**src/frame_align_pkg.sv**
```systemverilog
/*
  Shared constants and carriers for the serial input frame aligner:
  register offsets, field positions, reset values and the word format
  pushed into the receive FIFO.
  Assumes a 32-bit APB register bus and one system clock.
*/
package frame_align_pkg;

  // ----------------------------------------------------------------
  // Register map (byte addresses)
  // ----------------------------------------------------------------
  localparam logic [7:0] CTRL_OFS   = 8'h00;
  localparam logic [7:0] STATUS_OFS = 8'h04;
  localparam logic [7:0] RXDATA_OFS = 8'h08;
  localparam logic [7:0] FRAMES_OFS = 8'h0C;

  // ----------------------------------------------------------------
  // Control fields
  // ----------------------------------------------------------------
  localparam int CTRL_ENABLE_BIT = 0;
  localparam int CTRL_NATIVE_BIT = 1;
  localparam int CTRL_LATCH_BIT  = 2;
  localparam int CTRL_OFS_LSB    = 4;
  localparam int CTRL_OFS_MSB    = 6;
  localparam logic [31:0] CTRL_RESET = 32'h0000_0002;

  // ----------------------------------------------------------------
  // Status fields, sticky bits are write-one-to-clear
  // ----------------------------------------------------------------
  localparam int STAT_NOT_EMPTY_BIT = 0;
  localparam int STAT_OVERRUN_BIT   = 1;
  localparam int STAT_RESYNC_BIT    = 2;
  localparam int STAT_LOCKED_BIT    = 3;

  // Receive data word: valid, frame start, channel, data
  localparam int RXD_VALID_BIT = 31;
  localparam int RXD_SOF_BIT   = 16;
  localparam int RXD_CHAN_LSB  = 8;

  // Largest usable offset in clock periods
  localparam logic [2:0] OFFSET_MAX = 3'h4;

  localparam int BYTE_BITS = 8;

  typedef struct packed {
    logic       enable;
    logic       native_serial_mode;
    logic       latch_edge_select;
    logic [2:0] stream_offset_bits;
  } ctrl_s;

  typedef struct packed {
    logic       sof;
    logic [7:0] chan;
    logic [7:0] data;
  } rx_word_s;

endpackage

```
**src/rx_fifo.sv**
```systemverilog
/*
  Synchronous FIFO with valid/ready on both sides.
  Assumes one clock and a synchronous reset copy from the top.
*/
`timescale 1ns/1ps
module rx_fifo #(
  parameter int WIDTH = 17,
  parameter int DEPTH = 8
) (
  // Clock and reset
  input  wire logic             clk_sys,
  input  wire logic             rst_n,
  // Fill side
  input  wire logic             in_valid,
  output logic                  in_ready,
  input  wire logic [WIDTH-1:0] in_data,
  // Drain side
  output logic                  out_valid,
  input  wire logic             out_ready,
  output logic [WIDTH-1:0]      out_data
);

  localparam int AW = $clog2(DEPTH);

  initial
  begin
    if (DEPTH < 2 || (1 << AW) != DEPTH || WIDTH < 1)
      $error("rx_fifo: DEPTH must be a power of two >= 2");
  end

  logic [WIDTH-1:0] mem [DEPTH];
  logic [AW:0]      wr_ptr_ff;
  logic [AW:0]      rd_ptr_ff;

  wire full  = (wr_ptr_ff[AW] != rd_ptr_ff[AW]) && (wr_ptr_ff[AW-1:0] == rd_ptr_ff[AW-1:0]);
  wire empty = (wr_ptr_ff == rd_ptr_ff);
  wire push  = in_valid && !full;
  wire pop   = out_ready && !empty;

  assign in_ready  = !full;
  assign out_valid = !empty;
  assign out_data  = mem[rd_ptr_ff[AW-1:0]];

  always_ff @(posedge clk_sys or negedge rst_n)
  begin
    if (!rst_n)
    begin
      wr_ptr_ff <= '0;
      rd_ptr_ff <= '0;
    end
    else
    begin
      if (push)
        wr_ptr_ff <= wr_ptr_ff + 1'b1;
      if (pop)
        rd_ptr_ff <= rd_ptr_ff + 1'b1;
    end
  end

  // Storage needs no reset; reads are qualified by out_valid
  always_ff @(posedge clk_sys)
  begin
    if (push)
      mem[wr_ptr_ff[AW-1:0]] <= in_data;
  end

endmodule

```
**src/serial_edge_sampler.sv**
```systemverilog
/*
  Finds the chosen edge of the serial clock, which is sampled as an
  ordinary input, and takes the data and frame pulse on that edge.
  Assumes all pins are synchronous to clk_sys and the serial clock is
  at most a quarter of clk_sys so no edge is missed.
*/
`timescale 1ns/1ps
module serial_edge_sampler (
  // Clock and reset
  input  wire logic clk_sys,
  input  wire logic rst_n,
  // Pins
  input  wire logic serial_clock,
  input  wire logic serial_stream_input,
  input  wire logic frame_pulse_input,
  // Edge choice
  input  wire logic sample_on_rise,
  // Sampled results
  output logic      edge_pulse,
  output logic      data_bit,
  output logic      frame_bit
);

  logic clk_prev_ff;
  logic primed_ff;
  logic edge_ff;
  logic data_ff;
  logic frame_ff;

  wire rise_seen = serial_clock && !clk_prev_ff;
  wire fall_seen = !serial_clock && clk_prev_ff;
  // No edge before the pin level is known, else an idle-high clock fakes one
  wire hit       = primed_ff && (sample_on_rise ? rise_seen : fall_seen);

  always_ff @(posedge clk_sys or negedge rst_n)
  begin
    if (!rst_n)
    begin
      clk_prev_ff <= 1'b0;
      primed_ff   <= 1'b0;
      edge_ff     <= 1'b0;
      data_ff     <= 1'b0;
      frame_ff    <= 1'b0;
    end
    else
    begin
      clk_prev_ff <= serial_clock;
      primed_ff   <= 1'b1;
      edge_ff     <= hit;
      if (hit)
      begin
        data_ff  <= serial_stream_input;
        frame_ff <= frame_pulse_input;
      end
    end
  end

  assign edge_pulse = edge_ff;
  assign data_bit   = data_ff;
  assign frame_bit  = frame_ff;

endmodule

```
**src/input_frame_offset_latch.sv**
```systemverilog
/*
  Receive aligner for one serial input stream: finds the frame pulse,
  waits the programmed offset, then takes bits on the chosen serial
  clock edge, packs them into channel bytes and queues them for
  software over APB.
  Assumes an APB master on clk_sys and a serial clock, stream and
  frame pulse that are synchronous to clk_sys.

  // Operation
  // - Offset field decides when bit 0 of a new frame is taken.
  // - Offset reaches up to four clock periods after the frame pulse.
  // - Native mode, latch edge clear: take bits on the rising edge.
  // - Native mode, latch edge set: take bits on the falling edge.
  // - GCI mode, latch edge clear: take bits on the falling edge.
  // - GCI mode, latch edge set: take bits on the rising edge.
*/
// Decided for this implementation: the APB slave port and the address map.
`timescale 1ns/1ps
module input_frame_offset_latch
  import frame_align_pkg::*;
#(
  parameter int FRAME_BITS    = 256,
  parameter int CLKS_PER_BIT  = 2,
  parameter int FIFO_DEPTH    = 8
) (
  // Clock and reset
  input  wire logic        clk_sys,
  input  wire logic        reset_n,
  // APB slave
  input  wire logic        psel,
  input  wire logic        penable,
  input  wire logic        pwrite,
  input  wire logic [7:0]  paddr,
  input  wire logic [31:0] pwdata,
  output logic [31:0]      prdata,
  output logic             pready,
  output logic             pslverr,
  // Serial link
  input  wire logic        serial_clock,
  input  wire logic        serial_stream_input,
  input  wire logic        frame_pulse_input,
  // Status
  output logic             frame_locked
);

  import frame_align_pkg::*;

  localparam int BW = $clog2(FRAME_BITS + 1);
  localparam int PW = (CLKS_PER_BIT > 1) ? $clog2(CLKS_PER_BIT) : 1;
  localparam int WW = $bits(rx_word_s);

  initial
  begin
    if (FRAME_BITS < BYTE_BITS || (FRAME_BITS % BYTE_BITS) != 0
        || FRAME_BITS / BYTE_BITS > 256)
      $error("FRAME_BITS must be a multiple of 8, at most 2048");
    if (CLKS_PER_BIT < 1 || CLKS_PER_BIT > 4)
      $error("CLKS_PER_BIT must be 1 to 4");
  end

  // ------------------------------------------------------------------
  // Reset release
  // ------------------------------------------------------------------
  logic rst_meta_ff;
  logic rst_n;

  always_ff @(posedge clk_sys or negedge reset_n)
  begin
    if (!reset_n)
    begin
      rst_meta_ff <= 1'b0;
      rst_n       <= 1'b0;
    end
    else
    begin
      rst_meta_ff <= 1'b1;
      rst_n       <= rst_meta_ff;
    end
  end

  // ------------------------------------------------------------------
  // Control register
  // ------------------------------------------------------------------
  ctrl_s ctrl_ff;

  wire apb_done   = psel && penable && pready;
  wire apb_wr     = apb_done && pwrite;
  wire apb_rd     = apb_done && !pwrite;
  wire hit_ctrl   = (paddr == CTRL_OFS);
  wire hit_status = (paddr == STATUS_OFS);
  wire hit_rxdata = (paddr == RXDATA_OFS);
  wire hit_frames = (paddr == FRAMES_OFS);
  wire addr_ok    = hit_ctrl || hit_status || hit_rxdata || hit_frames;

  // Values above the documented reach are held at the top end
  wire [2:0] offset_eff = (ctrl_ff.stream_offset_bits > OFFSET_MAX)
                          ? OFFSET_MAX : ctrl_ff.stream_offset_bits;

  // Rising edge for native/clear and GCI/set, falling otherwise
  wire sample_on_rise = ctrl_ff.native_serial_mode
                        ^ ctrl_ff.latch_edge_select;

  always_ff @(posedge clk_sys or negedge rst_n)
  begin
    if (!rst_n)
    begin
      ctrl_ff.enable             <= CTRL_RESET[CTRL_ENABLE_BIT];
      ctrl_ff.native_serial_mode <= CTRL_RESET[CTRL_NATIVE_BIT];
      ctrl_ff.latch_edge_select  <= CTRL_RESET[CTRL_LATCH_BIT];
      ctrl_ff.stream_offset_bits <= CTRL_RESET[CTRL_OFS_MSB:CTRL_OFS_LSB];
    end
    else if (apb_wr && hit_ctrl)
    begin
      ctrl_ff.enable             <= pwdata[CTRL_ENABLE_BIT];
      ctrl_ff.native_serial_mode <= pwdata[CTRL_NATIVE_BIT];
      ctrl_ff.latch_edge_select  <= pwdata[CTRL_LATCH_BIT];
      ctrl_ff.stream_offset_bits <= pwdata[CTRL_OFS_MSB:CTRL_OFS_LSB];
    end
  end

  // ------------------------------------------------------------------
  // Pin sampling
  // ------------------------------------------------------------------
  logic edge_pulse;
  logic data_bit;
  logic frame_bit;

  serial_edge_sampler u_sampler (
    .clk_sys             (clk_sys),
    .rst_n               (rst_n),
    .serial_clock        (serial_clock),
    .serial_stream_input (serial_stream_input),
    .frame_pulse_input   (frame_pulse_input),
    .sample_on_rise      (sample_on_rise),
    .edge_pulse          (edge_pulse),
    .data_bit            (data_bit),
    .frame_bit           (frame_bit)
  );

  // ------------------------------------------------------------------
  // Frame alignment
  // ------------------------------------------------------------------
  typedef enum logic [1:0] {ST_IDLE, ST_HUNT, ST_DELAY, ST_RUN} align_e;

  align_e          state_ff;
  align_e          nxt_state;
  logic            frame_prev_ff;
  logic [2:0]      delay_ff;
  logic [2:0]      nxt_delay;
  logic [PW-1:0]   phase_ff;
  logic [PW-1:0]   nxt_phase;
  logic [BW-1:0]   bit_cnt_ff;
  logic [BW-1:0]   nxt_bit_cnt;
  logic [7:0]      shift_ff;
  logic            take_bit;
  logic            resync_evt;

  wire frame_ref = edge_pulse && frame_bit && !frame_prev_ff;
  wire last_bit  = (bit_cnt_ff == BW'(FRAME_BITS - 1));
  wire [7:0] shift_in = {shift_ff[6:0], data_bit};
  wire byte_done = take_bit && (bit_cnt_ff[2:0] == 3'h7);
  wire [7:0] chan_now = 8'(bit_cnt_ff >> 3);

  always_comb
  begin
    nxt_state   = state_ff;
    nxt_delay   = delay_ff;
    nxt_phase   = phase_ff;
    nxt_bit_cnt = bit_cnt_ff;
    take_bit    = 1'b0;
    resync_evt  = 1'b0;
    unique case (state_ff)
      ST_IDLE:
        if (ctrl_ff.enable)
          nxt_state = ST_HUNT;
      ST_HUNT, ST_DELAY, ST_RUN:
        if (!ctrl_ff.enable)
          nxt_state = ST_IDLE;
        else if (frame_ref)
        begin
          // Offset counts whole periods from the frame reference edge
          nxt_state   = ST_DELAY;
          nxt_delay   = offset_eff;
          nxt_bit_cnt = '0;
          resync_evt  = (state_ff == ST_RUN) || (state_ff == ST_DELAY);
        end
        else if (edge_pulse && state_ff == ST_DELAY)
        begin
          if (delay_ff == 3'h0)
          begin
            // Bit 0 of the new frame is taken on this edge
            take_bit    = 1'b1;
            nxt_state   = ST_RUN;
            nxt_phase   = PW'(CLKS_PER_BIT - 1);
            nxt_bit_cnt = BW'(1);
          end
          else
            nxt_delay = delay_ff - 3'h1;
        end
        else if (edge_pulse && state_ff == ST_RUN)
        begin
          if (phase_ff != '0)
            nxt_phase = phase_ff - 1'b1;
          else
          begin
            take_bit    = 1'b1;
            nxt_phase   = PW'(CLKS_PER_BIT - 1);
            nxt_bit_cnt = bit_cnt_ff + 1'b1;
            if (last_bit)
              nxt_state = ST_HUNT;
          end
        end
    endcase
  end

  always_ff @(posedge clk_sys or negedge rst_n)
  begin
    if (!rst_n)
    begin
      state_ff      <= ST_IDLE;
      frame_prev_ff <= 1'b0;
      delay_ff      <= 3'h0;
      phase_ff      <= '0;
      bit_cnt_ff    <= '0;
      shift_ff      <= 8'h00;
    end
    else
    begin
      state_ff   <= nxt_state;
      delay_ff   <= nxt_delay;
      phase_ff   <= nxt_phase;
      bit_cnt_ff <= nxt_bit_cnt;
      if (edge_pulse)
        frame_prev_ff <= frame_bit;
      if (take_bit)
        shift_ff <= shift_in;
    end
  end

  // ------------------------------------------------------------------
  // Byte hand-off into the FIFO
  // ------------------------------------------------------------------
  // One word may wait for the FIFO; a second one arriving meanwhile
  // cannot stall the line, so it is dropped and flagged.
  rx_word_s pend_ff;
  logic     pend_valid_ff;
  logic     fifo_in_ready;
  logic     fifo_out_valid;
  logic     fifo_pop;
  rx_word_s fifo_head;
  logic     overrun_evt;

  wire pend_taken = pend_valid_ff && fifo_in_ready;
  wire pend_free  = !pend_valid_ff || pend_taken;
  assign overrun_evt = byte_done && !pend_free;

  always_ff @(posedge clk_sys or negedge rst_n)
  begin
    if (!rst_n)
    begin
      pend_valid_ff <= 1'b0;
      pend_ff       <= '0;
    end
    else if (byte_done && pend_free)
    begin
      pend_valid_ff <= 1'b1;
      pend_ff.sof   <= (chan_now == 8'h00);
      pend_ff.chan  <= chan_now;
      pend_ff.data  <= shift_in;
    end
    else if (pend_taken)
      pend_valid_ff <= 1'b0;
  end

  rx_fifo #(
    .WIDTH (WW),
    .DEPTH (FIFO_DEPTH)
  ) u_fifo (
    .clk_sys   (clk_sys),
    .rst_n     (rst_n),
    .in_valid  (pend_valid_ff),
    .in_ready  (fifo_in_ready),
    .in_data   (pend_ff),
    .out_valid (fifo_out_valid),
    .out_ready (fifo_pop),
    .out_data  (fifo_head)
  );

  assign fifo_pop = apb_rd && hit_rxdata && prdata[RXD_VALID_BIT];

  // ------------------------------------------------------------------
  // Status and frame count
  // ------------------------------------------------------------------
  logic       overrun_ff;
  logic       resync_ff;
  logic [7:0] frames_ff;

  wire clr_overrun = apb_wr && hit_status && pwdata[STAT_OVERRUN_BIT];
  wire clr_resync  = apb_wr && hit_status && pwdata[STAT_RESYNC_BIT];
  wire locked_now  = (state_ff == ST_RUN);

  always_ff @(posedge clk_sys or negedge rst_n)
  begin
    if (!rst_n)
    begin
      overrun_ff   <= 1'b0;
      resync_ff    <= 1'b0;
      frames_ff    <= 8'h00;
      frame_locked <= 1'b0;
    end
    else
    begin
      // A new event wins over a clear in the same cycle
      overrun_ff   <= overrun_evt || (overrun_ff && !clr_overrun);
      resync_ff    <= resync_evt || (resync_ff && !clr_resync);
      frame_locked <= locked_now;
      if (take_bit && state_ff == ST_DELAY)
        frames_ff <= frames_ff + 8'h01;
    end
  end

  // ------------------------------------------------------------------
  // APB read path and answer
  // ------------------------------------------------------------------
  logic [31:0] rd_mux;

  always_comb
  begin
    rd_mux = 32'h0000_0000;
    if (hit_ctrl)
    begin
      rd_mux[CTRL_ENABLE_BIT]           = ctrl_ff.enable;
      rd_mux[CTRL_NATIVE_BIT]           = ctrl_ff.native_serial_mode;
      rd_mux[CTRL_LATCH_BIT]            = ctrl_ff.latch_edge_select;
      rd_mux[CTRL_OFS_MSB:CTRL_OFS_LSB] = ctrl_ff.stream_offset_bits;
    end
    else if (hit_status)
    begin
      rd_mux[STAT_NOT_EMPTY_BIT] = fifo_out_valid;
      rd_mux[STAT_OVERRUN_BIT]   = overrun_ff;
      rd_mux[STAT_RESYNC_BIT]    = resync_ff;
      rd_mux[STAT_LOCKED_BIT]    = locked_now;
    end
    else if (hit_rxdata && fifo_out_valid)
    begin
      rd_mux[RXD_VALID_BIT]            = 1'b1;
      rd_mux[RXD_SOF_BIT]              = fifo_head.sof;
      rd_mux[RXD_CHAN_LSB+7:RXD_CHAN_LSB] = fifo_head.chan;
      rd_mux[7:0]                      = fifo_head.data;
    end
    else if (hit_frames)
      rd_mux[7:0] = frames_ff;
  end

  // One wait state: the answer is registered in the first access cycle
  wire access_first = psel && penable && !pready;

  always_ff @(posedge clk_sys or negedge rst_n)
  begin
    if (!rst_n)
    begin
      pready  <= 1'b0;
      pslverr <= 1'b0;
      prdata  <= 32'h0000_0000;
    end
    else
    begin
      pready  <= access_first;
      pslverr <= access_first && !addr_ok;
      if (access_first && !pwrite)
        prdata <= rd_mux;
    end
  end

endmodule

```
**config.mk**
```make
export PLATFORM = sky130hd
export DESIGN_NAME = input_frame_offset_latch
export DESIGN_NICKNAME = d
export VERILOG_FILES = /design/src/frame_align_pkg.sv /design/src/rx_fifo.sv /design/src/serial_edge_sampler.sv /design/src/input_frame_offset_latch.sv
export SDC_FILE = /design/constraint.sdc
export NUM_CORES = 1
export LEC_CHECK = 0
export BUFFER_PORTS_ARGS = -buffer_cell sky130_fd_sc_hd__buf_4
export CORE_MARGIN = 3
export CORE_UTILIZATION = 48
export CTS_CLUSTER_DIAMETER = 120
export DETAILED_ROUTE_END_ITERATION = 8
export PLACE_DENSITY = 0.79
export SLEW_MARGIN = 10
export SYNTH_ARGS = -nofsm -noshare
export SYNTH_HDL_FRONTEND = slang
export SYNTH_SLANG_ARGS = --single-unit
```
**constraint.sdc**
```tcl
create_clock -name clk_sys -period 2.8 [get_ports clk_sys]
set_input_delay 0.42 -clock clk_sys [delete_from_list [all_inputs] [get_ports clk_sys]]
set_output_delay 0.42 -clock clk_sys [all_outputs]
set_load 0.01 [all_outputs]
```
==> metrics.md <==
| Metric | Value |
|---|---|
| Status | finished clean |
| Die area | between 20000 and 25000 um2 |
| Worst slew margin | 48.03% |
| Die H | 142.4 um |
| Crit-path cells | inv_1, ha_1, nor2b_1, o211ai_1, a2111oi_4, buf_4, mux2_2 |
| Vias in the first global route | ~5400 |
| Later-pin clock latency in the skew report | approximately 500 ps |
| Nets | about 700 |
| Final core occ | 56.80% |
| CP startpoint | delay_ff[0] |
| Net Sw Power | roughly 0.0013 W |
| Post-synthesis register bit count | 209 |
| Commonest non-fill, non-tap cell in the layout | edfxtp_1 |
| Critical path startpoint category | flip-flop |
| Via count | 5275 |
| Least-Margin Pin Slew | 774.3 ps |
| Combinational power share | under 10% |
| Largest stage delay on the critical path | 370 ps |
| Register area | between 5000 and 6000 um2 |
| # fillers | between 1000 and 1500 |
| Final period util | 80.29% |
| Flop pwr share | approximately half |
| Setup crit end kind | flip-flop |
| Synth cell types | between 60 and 70 |
| Worst vdd ir | about 0.00033 V |
| Avg Vias per Cell | 5.920 |
| Worst flop-to-flop path endpoint | pend_ff[7] |
| Port Buffers | 40 |
| Total wire length | around 18 mm |
| Critical Path RT | around 3200 ps |
| Largest net degree at the start of global routing | 52 |
| Worst r2r src | delay_ff[0] |
| DRC | 0 |
| Max-Cap Viols | 0 |
| Worst R2R Setup Slack | approximately 550 ps |
| Clk root buf | clkbuf_16 |
| Mapped cell area | 8926 um2 |
| Syn Inst Count | about 600 |
| Switch share | about a fifth |
| Clock slew at reported path FFs | ~60 ps |
| Resized cells post-CTS | 0 |
| Tot GR Track Use | approximately 18% |
| Pleak | around 4.3 nW |
| Clock tree buffer depth | 3 |
| CTS buffer count | 22 |
| Yosys top cell by area | edfxtp_1 |
| Crit Path Max Fanout | 15 |
| Hold path depth | 1 |
| Slowest-stage cell, CP | mux2_2 |
| Crit path kind | reg2reg |
| Gpl congestion | about 0.94 |
| Initial core utilization | between 40% and 50% |
| Ports | 83 |
| FP Rows | about 50 |
| Ys async rst share | a little over two fifths |
| Area grow syn2layout | 15.10% |
| CTS tree | done |
| Grt ovf | 0 |
| Worst Skew | ~11 ps |
| Diode count | 0 |
| Fin. max-slew vios | 0 |
| Initial antenna violation count | 0 |
| First drt pass iteration count | 5 |
| Die Wd | 142.4 um |
| Number of synthesized flops with an enable pin | 120 |
| Post-synth top flop | edfxtp_1 |
| H-tree depth | 1 |
| Final hold vios | 0 |
| Clock Power Share | a little under half |
| DR iter-0 viols | about 670 |
| Core area | between 15000 and 20000 um2 |
| Layout cells sized above 1 | a little over a quarter |
| Seq/Total Area, Yosys | roughly two thirds |
| Sink of the worst hold path | u_sampler.clk_prev_ff |
| RSZ-0062 raised after global routing | false |
| Min-delay src | serial_clock |
| Wire per inst | 20.68 um |
| Fmax | ~440 MHz |
| Dpl hpwl | ~12 mm |
| First-pass GRT wire length | about 29 mm |
| Top cell type's share of synthesized area | 40.37% |
| PwrDens | around 630 nW/um2 |
| # setup viols final | 0 |
| Syn avg cell area | ~15 um2 |
| Synth area leaders | edfxtp_1 40%, dfrtp_1 25%, mux4_2 7.6% |
| Post-route ant nets | 0 |
| Sink Count | between 200 and 250 |
| Commonest cells after routing, fill and taps aside | 120 x edfxtp_1, 87 x dfrtp_1, 57 x buf_4, 38 x mux2_2, 30 x mux4_2 |
| Tmin final | roughly 2200 ps |
| Internal power | 0.005185 W |
| FF-to-FF path depth | 7 |
| Hold Crit Class | in2reg |
| Area of the multi-input gates | between 2000 and 3000 um2 |
| Post-route setup TNS | 0 ps |
| Ys Warns | 0 |
| WP data arrival | 2630 ps |
## power by group through the flow
stage               Sequential (W)  Combinational, W  Clock [W]
finish                     0.00331          0.000186    0.00298
global route               0.00331          0.000203    0.00315
CTS                        0.00331          0.000186    0.00302
detailed placement         0.00337          0.000183          0
global placement           0.00337          0.000177          0
floorplan                  0.00337         0.0000964          0
## worst max-delay path, delay by kind of cell, from the launching register on
kind / cells / cell delay, ps
mux: 1 / 370
buf+inv: 2 / 380
fa+ha+maj: 1 / 180
compound gates: 2 / 540
simple gates: 1 / 300
flops: 1 / 360
## worst max-delay path by stage
stage	end
finish	pend_ff[7]
global route	pend_ff[7]
floorplan	u_fifo.mem[4][0]
global placement	u_fifo.rd_ptr_ff[1]
CTS	pend_ff[7]
detailed placement	u_fifo.rd_ptr_ff[1]
## what timing repair did
item / in CTS / in global routing
hold endpoints to repair: 2 / 0
hold buffers: 1 / 0
buffers inserted: 0 / 0
## sequential cells by signal, indices dropped and copies added (netlist names), 2 cells and up
signal            cells
u_fifo.wr_ptr_ff      4
state_ff              2
u_fifo.rd_ptr_ff      4
delay_ff              3
pend_ff              15
bit_cnt_ff            9
u_fifo.mem          120
frames_ff             8
shift_ff              7
ctrl_ff               6
prdata               16
## cells by family (layout without fill, tap and decap cells)
group                      Yosys count  count (layout)  synth area share, %
AOI/OAI and AO/OA                   73              73                5.439
other                                2              18              0.08414
DFF                                209             209                65.34
xor gates and xnor gates            18              18                1.766
buffers and inverters               57             114                3.294
muxes                               85              85                14.34
and+or+nand+nor                    137             137                8.620
adders and majority gates            8               8                1.121
## through the flow
| step | total power (W) | hold slack, ps | instances | area (um2) | setup slack, ps |
|---|---|---|---|---|---|
| after floorplan | 0.003470 | 124.4 | 605 | 8986 | 102.9 |
| after global placement | 0.003544 | 202.2 | 850 | 9510 | 418.0 |
| after detailed placement | 0.003552 | 205.0 | 850 | 9510 | 367.9 |
| after CTS | 0.006518 | 39.30 | 891 | 10270 | 549.3 |
| after global routing | 0.006659 | 34.08 | 891 | 10270 | 406.7 |
| final | 0.006470 | 50.12 | 891 | 10270 | 551.8 |
## cell usage after synthesis, types with 3 or more instances
| library cell | instances |
|---|---|
| a21oi_1 | 16 |
| a31oi_1 | 6 |
| and2_1 | 7 |
| and3_1 | 7 |
| buf_1 | 3 |
| buf_2 | 10 |
| buf_4 | 18 |
| clkbuf_1 | 11 |
| dfrtp_1 | 88 |
| edfxtp_1 | 120 |
| ha_1 | 8 |
| inv_1 | 15 |
| mux2_1 | 5 |
| mux2_2 | 38 |
| mux2i_1 | 12 |
| mux4_2 | 30 |
| nand2_1 | 24 |
| nand2b_1 | 12 |
| nand3_1 | 17 |
| nand4_1 | 8 |
| nor2_1 | 23 |
| nor3_1 | 9 |
| nor4_1 | 7 |
| o211ai_1 | 3 |
| o21ai_0 | 15 |
| o21ai_1 | 8 |
| o22ai_1 | 3 |
| xnor2_1 | 7 |
| xor2_1 | 11 |
## layout make-up
cell class / count / share of cell area [%]
timing repair buffer: 59 / 4.457
sequential: 209 / 56.80
multi-input combinational: 339 / 28.07
inverter: 15 / 0.5480
clock buffer: 29 / 6.016
clock inverter: 11 / 1.315
tap: 229 / 2.789
## per-layer routing
layer,GRT usage (%),share of wire [%],up-vias
met2,30.04,50,204
met4,5.703,2.4,0
met3,3.159,6.7,38
met1,24.28,41,2717
met5,0,0,-
li1,-,-,2316
Note: power is estimated with default switching activity, not from simulation.
